`config.mk`:
```
export PLATFORM = sky130hd
export DESIGN_NAME = lfsc_linefeed_ctrl
export DESIGN_NICKNAME = d
export VERILOG_FILES = /design/src/rtl/lfsc_refresh_timer.v /design/src/rtl/lfsc_monitor_calc.v /design/src/rtl/lfsc_linefeed_ctrl.v
export VERILOG_INCLUDE_DIRS = /design/src /design/src/inc
export SDC_FILE = /design/constraint.sdc
export NUM_CORES = 1
export LEC_CHECK = 0
export BUFFER_PORTS_ARGS = -buffer_cell sky130_fd_sc_hd__buf_2
export CAP_MARGIN = 20
export CORE_MARGIN = 2
export CORE_UTILIZATION = 52
export DETAILED_ROUTE_END_ITERATION = 16
export HOLD_SLACK_MARGIN = 0.02
export PLACE_DENSITY_LB_ADDON = 0.05
export SLEW_MARGIN = 10
export SYNTH_ARGS = -nofsm -noshare
export SYNTH_HDL_FRONTEND = slang
export SYNTH_SLANG_ARGS = --single-unit
```
`constraint.sdc`:
```
create_clock -name clk_sys_in -period 2.4 [get_ports clk_sys_in]
set_input_delay 0.12 -clock clk_sys_in [delete_from_list [all_inputs] [get_ports clk_sys_in]]
set_output_delay 0.12 -clock clk_sys_in [all_outputs]
set_load 0.005 [all_outputs]
```
`src/inc/lfsc_regs.vh`:
```
// constants for the linefeed state control block
`ifndef LFSC_REGS_VH
`define LFSC_REGS_VH
// linefeed state codes (4-bit field; codes 0..7 given as 3-bit values)
`define LFSC_ST_OPEN 3'h0
`define LFSC_ST_FWD_ACTIVE 3'h1
`define LFSC_ST_REV_ACTIVE 3'h2
`define LFSC_ST_FWD_OHT 3'h3
`define LFSC_ST_REV_OHT 3'h4
`define LFSC_ST_TIP_OPEN 3'h5
`define LFSC_ST_RING_OPEN 3'h6
`define LFSC_ST_RINGING 3'h7
`define LFSC_ST_DIAG 4'h8
// state request field is 4 bits; codes 9..F are illegal
`define LFSC_REQ_W 4
// thermal thresholds in degrees C, 9-bit unsigned
`define LFSC_TEMP_W 9
`define LFSC_TJ_NORMAL 9'h091
`define LFSC_TJ_RINGING 9'h0C8
// monitor refresh: 2 kHz minimum at 50 MHz clock
`define LFSC_CLK_HZ 50000000
`define LFSC_REFRESH_HZ 2000
// clock rate over refresh rate, kept at the timer's 16-bit width
`define LFSC_REFRESH_CYC 16'h61A8
// timer start value, so the first period after reset is not longer
`define LFSC_REFRESH_PRELOAD 16'h0001
`define LFSC_SAMPLE_W 16
`endif

```
`src/rtl/lfsc_refresh_timer.v`:
```
// refresh tick generator for the monitor result registers
`timescale 1ns/1ns
`default_nettype none
`include "lfsc_regs.vh"
module lfsc_refresh_timer #(
	parameter [15:0] PERIOD = `LFSC_REFRESH_CYC
) (
	input wire clk_sys_in,
	input wire reset_in,
	output reg tick_out
);
	reg [15:0] count_reg; // cycles since last tick

	// one-cycle pulse every PERIOD cycles
	always @(posedge clk_sys_in) begin
		if (reset_in) begin
			// preload: with it the first period after reset is one cycle shorter than the rest
			count_reg <= `LFSC_REFRESH_PRELOAD;
			tick_out <= 1'b0;
		end else if (count_reg == PERIOD - 16'h0001) begin
			count_reg <= 16'h0000;
			tick_out <= 1'b1;
		end else begin
			count_reg <= count_reg + 16'h0001;
			tick_out <= 1'b0;
		end
	end
endmodule
`default_nettype wire

```
`src/rtl/lfsc_monitor_calc.v`:
```
// derived loop quantities from lead measurements
`timescale 1ns/1ns
`default_nettype none
`include "lfsc_regs.vh"
module lfsc_monitor_calc (
	input wire clk_sys_in,
	input wire reset_in,
	input wire load_in,
	input wire [15:0] v_tip_in,
	input wire [15:0] v_ring_in,
	input wire [15:0] i_tip_in,
	input wire [15:0] i_ring_in,
	output reg [15:0] v_loop_out,
	output reg [15:0] i_loop_out,
	output reg [15:0] i_long_out
);
	wire [16:0] i_sum; // tip plus ring current, one extra bit

	assign i_sum = {i_tip_in[15], i_tip_in} + {i_ring_in[15], i_ring_in};

	// results only change on a refresh tick so they stay coherent
	always @(posedge clk_sys_in) begin
		if (reset_in) begin
			v_loop_out <= 16'h0000;
			i_loop_out <= 16'h0000;
			i_long_out <= 16'h0000;
		end else if (load_in) begin
			v_loop_out <= v_tip_in - v_ring_in;
			// loop current is the plain difference of the lead currents
			i_loop_out <= i_tip_in - i_ring_in;
			// longitudinal current is the mean of the leads
			i_long_out <= i_sum[16:1];
		end
	end
endmodule
`default_nettype wire

```
`src/rtl/lfsc_linefeed_ctrl.v`:
```
// linefeed operating state control with protective shutdown
`timescale 1ns/1ns
`default_nettype none
`include "lfsc_regs.vh"
module lfsc_linefeed_ctrl (
	input wire clk_sys_in,
	input wire reset_in,
	// software state request, taken on any rising clock edge with the strobe high;
	// illegal codes, and writes during a fault with auto_open_dis_in clear, are dropped
	input wire state_wr_in,
	input wire [3:0] state_req_in,
	// protection configuration
	// all levels except the clear, which is a pulse
	input wire alarm_mask_in,
	input wire auto_open_dis_in,
	input wire alarm_clr_in,
	input wire ring_dc_offset_en_in,
	// fault sources
	// fault inputs are levels, read on every cycle
	input wire total_power_fault_in,
	input wire foreign_fault_in,
	input wire [8:0] die_temp_in,
	// raw monitor samples
	input wire [15:0] v_tip_in,
	input wire [15:0] v_ring_in,
	input wire [15:0] v_bat_in,
	input wire [15:0] i_tip_in,
	input wire [15:0] i_ring_in,
	// state and status
	output reg [3:0] state_out,
	output reg power_alarm_out,
	output reg [2:0] fault_cause_out,
	output reg thermal_shutdown_out,
	// line drive controls
	// all of these are decoded from one state, never mixed
	output reg tip_drive_en_out,
	output reg ring_drive_en_out,
	output reg polarity_rev_out,
	output reg supervision_en_out,
	output reg audio_en_out,
	output reg on_hook_transmission_out,
	output reg ring_gen_en_out,
	output reg ring_dc_offset_out,
	output reg diag_mode_out,
	output reg low_power_out,
	// monitor results
	// held steady between refresh ticks
	output reg [15:0] mon_v_tip_out,
	output reg [15:0] mon_v_ring_out,
	output reg [15:0] mon_v_bat_out,
	output reg [15:0] mon_i_tip_out,
	output reg [15:0] mon_i_ring_out,
	output wire [15:0] mon_v_loop_out,
	output wire [15:0] mon_i_loop_out,
	output wire [15:0] mon_i_long_out,
	output reg mon_update_out
);
	// state codes as held in state_reg and shown on state_out
	// 0 open: both drivers off, supervision and audio off, low power
	// 1 forward active: both leads fed, tip above ring, audio on
	// 2 reverse active: both leads fed, ring above tip, audio on
	// 3 forward on-hook transmission: as 1, data path kept up on-hook
	// 4 reverse on-hook transmission: as 2, data path kept up on-hook
	// 5 tip open: ring lead fed only, tip left floating
	// 6 ring open: tip lead fed only, ring left floating
	// 7 ringing: ring generator on both leads, optional dc offset
	// 8 line diagnostics: drivers off, diagnostic resources on
	// codes 9 to 15 are refused, so state_reg never holds them
	// the field is one bit wider than eight states need, so that
	// diagnostics has a code of its own next to the seven feed states
	reg [3:0] state_reg; // current linefeed state
	reg [3:0] state_next; // next linefeed state
	reg [8:0] temp_limit; // active thermal threshold
	reg thermal_trip; // die above threshold
	reg fault_any; // any protective trigger
	wire refresh_tick; // monitor sample strobe

	// request decode is shared by the next-state logic; a function keeps
	// the legal range in one place
	// legal request codes are 0..8
	function req_legal;
		input [3:0] code;
		begin
			req_legal = (code <= `LFSC_ST_DIAG);
		end
	endfunction

	// used for the choice of thermal limit
	// true for states that need the ring generator active
	function is_ringing;
		input [3:0] code;
		begin
			is_ringing = (code == {1'b0, `LFSC_ST_RINGING});
		end
	endfunction

	// thermal protection: the limit follows the state that is in force now,
	// so leaving ringing on a trip drops the limit back to the normal value;
	// a die already hotter than that stays tripped until it cools down.
	// the compare is strict, so a die exactly at the limit keeps running
	// temperature is unsigned degrees, nine bits wide
	// threshold picked by current state
	always @* begin
		temp_limit = `LFSC_TJ_NORMAL;
		if (is_ringing(state_reg)) begin
			temp_limit = `LFSC_TJ_RINGING;
		end
		thermal_trip = (die_temp_in > temp_limit);
		// any of three causes triggers intervention
		fault_any = total_power_fault_in | foreign_fault_in | thermal_trip;
	end

	// a write that lands in a cycle with an active fault, with auto_open_dis_in clear, is dropped
	// without any indication; software must rewrite the state once the
	// alarm has been seen and the fault has gone away.
	// auto_open_dis_in exists only for lab use: with it set, a fault still
	// raises the alarm but the line driver is left exposed
	// next state: protection beats software request
	always @* begin
		state_next = state_reg;
		if (fault_any && !auto_open_dis_in) begin
			// forced Open protects the high-voltage line driver
			state_next = {1'b0, `LFSC_ST_OPEN};
		end else if (state_wr_in && req_legal(state_req_in)) begin
			state_next = state_req_in;
		end
	end

	// synchronous reset puts the line in open; nothing else can reach
	// state_reg except an accepted write or a forced open
	// state register
	always @(posedge clk_sys_in) begin
		if (reset_in) begin
			state_reg <= {1'b0, `LFSC_ST_OPEN};
		end else begin
			state_reg <= state_next;
		end
	end

	// fault_cause_out keeps every cause seen since the last clear, one bit
	// each for total power, foreign voltage or current, and thermal.
	// a clear in the same cycle as a fault loses, so no event is missed;
	// the mask only hides power_alarm_out, the cause bits latch regardless
	// and the alarm comes back one cycle after the mask is lifted
	// alarm latch: set wins over clear, mask only gates output
	always @(posedge clk_sys_in) begin
		if (reset_in) begin
			power_alarm_out <= 1'b0;
			fault_cause_out <= 3'h0;
			thermal_shutdown_out <= 1'b0;
		end else begin
			thermal_shutdown_out <= thermal_trip;
			if (fault_any) begin
				power_alarm_out <= ~alarm_mask_in;
				fault_cause_out <= fault_cause_out |
					{thermal_trip, foreign_fault_in, total_power_fault_in};
			end else if (alarm_clr_in) begin
				power_alarm_out <= 1'b0;
				fault_cause_out <= 3'h0;
			end else if (alarm_mask_in) begin
				// masking hides a pending alarm but the cause stays
				power_alarm_out <= 1'b0;
			end else if (fault_cause_out != 3'h0) begin
				power_alarm_out <= 1'b1;
			end
		end
	end

	// every control output is registered from state_next, the same value
	// that state_reg takes, so the drive lines and state_out change on the
	// same edge and never show a mix of two states.
	// cost: a wide decode sits in front of these flops in the fault path
	// line drive decode from the next state so outputs track state_out
	always @(posedge clk_sys_in) begin
		if (reset_in) begin
			state_out <= {1'b0, `LFSC_ST_OPEN};
			tip_drive_en_out <= 1'b0;
			ring_drive_en_out <= 1'b0;
			polarity_rev_out <= 1'b0;
			supervision_en_out <= 1'b0;
			audio_en_out <= 1'b0;
			on_hook_transmission_out <= 1'b0;
			ring_gen_en_out <= 1'b0;
			ring_dc_offset_out <= 1'b0;
			diag_mode_out <= 1'b0;
			low_power_out <= 1'b1;
		end else begin
			state_out <= state_next;
			// defaults are the Open state: everything off
			tip_drive_en_out <= 1'b0;
			ring_drive_en_out <= 1'b0;
			polarity_rev_out <= 1'b0;
			supervision_en_out <= 1'b0;
			audio_en_out <= 1'b0;
			on_hook_transmission_out <= 1'b0;
			ring_gen_en_out <= 1'b0;
			ring_dc_offset_out <= 1'b0;
			diag_mode_out <= 1'b0;
			low_power_out <= 1'b1;
			case (state_next)
				{1'b0, `LFSC_ST_FWD_ACTIVE}: begin
					// forward polarity: tip more positive than ring
					tip_drive_en_out <= 1'b1;
					ring_drive_en_out <= 1'b1;
					supervision_en_out <= 1'b1;
					audio_en_out <= 1'b1;
					low_power_out <= 1'b0;
				end
				{1'b0, `LFSC_ST_REV_ACTIVE}: begin
					// reverse polarity: ring more positive than tip
					tip_drive_en_out <= 1'b1;
					ring_drive_en_out <= 1'b1;
					polarity_rev_out <= 1'b1;
					supervision_en_out <= 1'b1;
					audio_en_out <= 1'b1;
					low_power_out <= 1'b0;
				end
				{1'b0, `LFSC_ST_FWD_OHT}: begin
					// on-hook transmission keeps the feed up for data
					tip_drive_en_out <= 1'b1;
					ring_drive_en_out <= 1'b1;
					supervision_en_out <= 1'b1;
					audio_en_out <= 1'b1;
					on_hook_transmission_out <= 1'b1;
					low_power_out <= 1'b0;
				end
				{1'b0, `LFSC_ST_REV_OHT}: begin
					// same as forward, with polarity swapped
					tip_drive_en_out <= 1'b1;
					ring_drive_en_out <= 1'b1;
					polarity_rev_out <= 1'b1;
					supervision_en_out <= 1'b1;
					audio_en_out <= 1'b1;
					on_hook_transmission_out <= 1'b1;
					low_power_out <= 1'b0;
				end
				{1'b0, `LFSC_ST_TIP_OPEN}: begin
					// tip left floating, ground start in forward polarity
					ring_drive_en_out <= 1'b1;
					supervision_en_out <= 1'b1;
					low_power_out <= 1'b0;
				end
				{1'b0, `LFSC_ST_RING_OPEN}: begin
					// ring left floating, ground start in reverse polarity
					tip_drive_en_out <= 1'b1;
					polarity_rev_out <= 1'b1;
					supervision_en_out <= 1'b1;
					low_power_out <= 1'b0;
				end
				{1'b0, `LFSC_ST_RINGING}: begin
					// offset follows its enable while ringing lasts
					tip_drive_en_out <= 1'b1;
					ring_drive_en_out <= 1'b1;
					supervision_en_out <= 1'b1;
					ring_gen_en_out <= 1'b1;
					ring_dc_offset_out <= ring_dc_offset_en_in;
					low_power_out <= 1'b0;
				end
				`LFSC_ST_DIAG: begin
					// drivers stay off; diagnostics steer the line themselves
					diag_mode_out <= 1'b1;
					low_power_out <= 1'b0;
				end
				default: begin
					// Open: keep the all-off defaults
					low_power_out <= 1'b1;
				end
			endcase
		end
	end

	// monitor refresh: one tick per refresh period, which is the slowest
	// refresh allowed; raw samples and derived quantities load on the
	// same tick so a reader never pairs values from two samples.
	// the timer is preloaded so the first refresh after reset is no later
	// than any of the following ones
	// periodic sample strobe
	lfsc_refresh_timer #(
		.PERIOD(`LFSC_REFRESH_CYC)
	) u_timer (
		.clk_sys_in(clk_sys_in),
		.reset_in(reset_in),
		.tick_out(refresh_tick)
	);

	// raw monitor registers sampled on each tick
	always @(posedge clk_sys_in) begin
		if (reset_in) begin
			mon_v_tip_out <= 16'h0000;
			mon_v_ring_out <= 16'h0000;
			mon_v_bat_out <= 16'h0000;
			mon_i_tip_out <= 16'h0000;
			mon_i_ring_out <= 16'h0000;
			mon_update_out <= 1'b0;
		end else begin
			// the update pulse rises on the edge that loads the new values
			mon_update_out <= refresh_tick;
			if (refresh_tick) begin
				mon_v_tip_out <= v_tip_in;
				mon_v_ring_out <= v_ring_in;
				mon_v_bat_out <= v_bat_in;
				mon_i_tip_out <= i_tip_in;
				mon_i_ring_out <= i_ring_in;
			end
		end
	end

	// loop voltage, loop current and longitudinal current come from the
	// live lead inputs, not the registered copies, so that they carry the
	// same sample as the raw monitor registers loaded on this tick,
	// and mon_update_out marks the edge on which all eight change
	// derived loop quantities, loaded with the same samples
	lfsc_monitor_calc u_calc (
		.clk_sys_in(clk_sys_in),
		.reset_in(reset_in),
		.load_in(refresh_tick),
		.v_tip_in(v_tip_in),
		.v_ring_in(v_ring_in),
		.i_tip_in(i_tip_in),
		.i_ring_in(i_ring_in),
		.v_loop_out(mon_v_loop_out),
		.i_loop_out(mon_i_loop_out),
		.i_long_out(mon_i_long_out)
	);
endmodule
`default_nettype wire

```
==> results_dict.tcl <==
set metrics [dict create \
    hold_viol 0 \
    nFillCells 1193 \
    finish.utilization 0.733 \
    max_freq_mhz 421 \
    grt_max_degree 73 \
    clockBufferDepth 2 \
    avgSynthCellArea_um2 9.22 \
    drt_iter0_drc 342 \
    setup_ws_ns 0.0261 \
    ys_seq_area_frac 0.404 \
    wl_met1_mm 9.87 \
    port-buffer-count 249 \
    dp_hpwl_mm 15.4 \
    fp-row-count 45 \
    crit_chain "dlygate4sd3_1 -> buf_2 -> inv_1 -> fa_1 -> nor2_2 -> o221ai_2 -> a21oi_2 -> a221oi_2 -> o31ai_2 -> nor2_1 -> a2111oi_2" \
    synth_area_mm2 0.00818 \
    critical-path-slowest-cell "dlygate4sd3_1" \
    drc 0 \
    setup.worst_path.class "input port to register" \
    required_ns 2.72 \
    synth_nets 1041 \
    yosysTopAreaCellShare 0.404 \
    cts_tree "done" \
    yosys_warnings 0 \
    drt_first_pass_iters 7 \
    cp-start-kind "input port" \
    place_ws_ns 0.125 \
    drive_gt1_frac 0.279 \
    period_minus_slack_ns 2.37 \
    cts.sinks 165 \
    synth_ff_type "dfxtp_1" \
    diodes 0 \
    antenna_found_initial 0 \
    end_kind "register" \
    dp.cells 1320 \
    wl_met3_mm 1.20 \
    routed-via-count 7438 \
    grt_overflow 0 \
    r2r_cells 10 \
    final_common_cell "buf_2" \
    gp_congestion 0.834 \
    fin_crit_sh 0.989 \
    viasPerCell 5.16 \
    path_max_fanout 4 \
    layout_common_cells "buf_2, dfxtp_1, nor2_1, mux2i_1, dlygate4sd3_1" \
    routed-wl-met2_mm 10.5 \
    synth_edf_count 0 \
    slew_viol_final 0 \
    die_w_um 129 \
    grt_pass1_wl_mm 34.8 \
    syn2layout_area_growth_pct 36.7 \
    fin_skew_ns 0.00970 \
    synth_area_leaders "dfxtp_1, mux2i_1, ha_1" \
    critPathArrivalTime_ns 2.69 \
    instances_no_fill 1442 \
    rsz0062_at_grt "yes" \
    p_per_area_mw_per_mm2 579 \
    cts_buffers 17 \
    die_h_um 129 \
    ctsHtreeMaxLevel 4 \
    synthArstFlopShare 0 \
    p_leak_nw 5.11 \
    drt-total-wl_mm 21.9 \
    core_mm2 0.0153 \
    tightest_slew_ns 0.625 \
    wl_per_cell_um 15.2 \
    syn_inst 887 \
    insertion_delay_ns 0.42 \
    ant_nets 0 \
    finalNetCount 1372 \
    holdPathStages 3 \
    max-slew-margin-rel 0.582 \
    ir_worst_vdd_mv 0.480 \
    synth_top_cell_by_area "dfxtp_1" \
    ys_ff_latch 165 \
    clk_pin_slew_worst_paths_ns 0.06 \
    top_layer "met4" \
    ys_types 79 \
    status "complete, no violations" \
    fin_hold_ws_ns 0.0252 \
    finalPower_w 0.00647 \
    ctsRootBufferMaster "clkbuf_16" \
    start_util 0.536 \
    grt_pass1_vias 6980 \
    dieArea_mm2 0.0167 \
    cpPeakStageDelay_ns 0.52 \
    pin_count 250 \
    finalSetupViolCount 0 \
    max_cap_violations 0 \
    min_path_type "input port to register" \
    grt_use_total 0.259 \
]
## cells in the mapped netlist, types with 4 or more instances
| cell type | number |
|---|---|
| a211oi_1 | 18 |
| a21o_1 | 10 |
| a21oi_1 | 33 |
| a21oi_2 | 4 |
| a31o_2 | 4 |
| a31oi_1 | 6 |
| and2_1 | 4 |
| and3_1 | 8 |
| buf_1 | 4 |
| buf_2 | 14 |
| clkbuf_1 | 23 |
| dfxtp_1 | 165 |
| ha_1 | 49 |
| inv_1 | 47 |
| mux2i_1 | 90 |
| nand2_1 | 27 |
| nand2b_1 | 9 |
| nand3_1 | 18 |
| nand4_1 | 4 |
| nor2_1 | 162 |
| nor2b_1 | 6 |
| nor3_1 | 11 |
| nor4_1 | 8 |
| o21a_1 | 14 |
| o21ai_0 | 17 |
| o21ai_1 | 4 |
| o21bai_1 | 4 |
| o31a_1 | 5 |
| or3_1 | 6 |
| xnor2_1 | 23 |
| xor2_1 | 18 |
## worst max-delay path, delay by kind of cell
family	cells	cell delay, ns
AND/OR/NAND/NOR	2	0.23
buffers and inverters	3	0.78
AO/OA/AOI/OAI	5	1.08
adder cells (fa/ha/maj)	1	0.47
## worst paths after layout
| check | from | to | slack, ns |
|---|---|---|---|
| max | i_tip_in[1] | u_calc.i_long_out[13] | 0.03 |
| min | v_tip_in[0] | mon_v_tip_out[0] | 0.03 |
| max reg2reg | state_out[3] | audio_en_out | 0.14 |
| min reg2reg | u_calc.v_loop_out[11] | u_calc.v_loop_out[11] | 0.45 |
## through the flow
step,area (µm²),setup TNS (ns)
6_report,11200,0
5_1_grt,11200,-0.304
4_1_cts,11100,0
3_5_place_dp,9650,0
3_3_place_gp,9650,0
2_1_floorplan,8180,0
## cell families (layout without fill, tap and decap cells)
kind of cell / after synthesis / after routing / share of synthesized area
simple gates: 289 / 289 / 0.166
flops: 165 / 165 / 0.404
compound gates: 155 / 155 / 0.143
mux: 93 / 93 / 0.114
buf+inv: 92 / 436 / 0.0462
fa+ha+maj: 52 / 52 / 0.0823
xor+xnor: 41 / 41 / 0.0439
## layout make-up
type                       instances  area (µm²)  share of cell area
clock buffer                      19         443              0.0396
clock inverter                    13         148              0.0132
inverter                          48         180              0.0161
multi-input combinational        630        4540               0.406
sequential                       165        3310               0.296
tap                              211         264              0.0236
timing repair buffer             356        2300               0.205
## per-layer routing
layer  vias up  track usage
met4         0       0.0761
met1      3477        0.329
li1       3735            -
met3        24       0.0566
met2       202        0.442
met5         -            0
## timing repair
action	CTS	global route
hold buffers	86	0
buffers inserted	0	4
endpoints found under the setup margin	0	10
hold endpoints to repair	87	0
resized for setup	0	8
## power breakdown
| part | internal, W | total (W) | leakage [nW] | switching, W |
|---|---|---|---|---|
| Sequential | 0.00276 | 0.00277 | 1.33 | 0.0000144 |
| Clock | 0.00157 | 0.00270 | 0.277 | 0.00113 |
| Combinational | 0.000471 | 0.000992 | 3.50 | 0.000521 |
| Total | 0.00480 | 0.00647 | 5.11 | 0.00167 |
(Power assumes the default switching activity.)
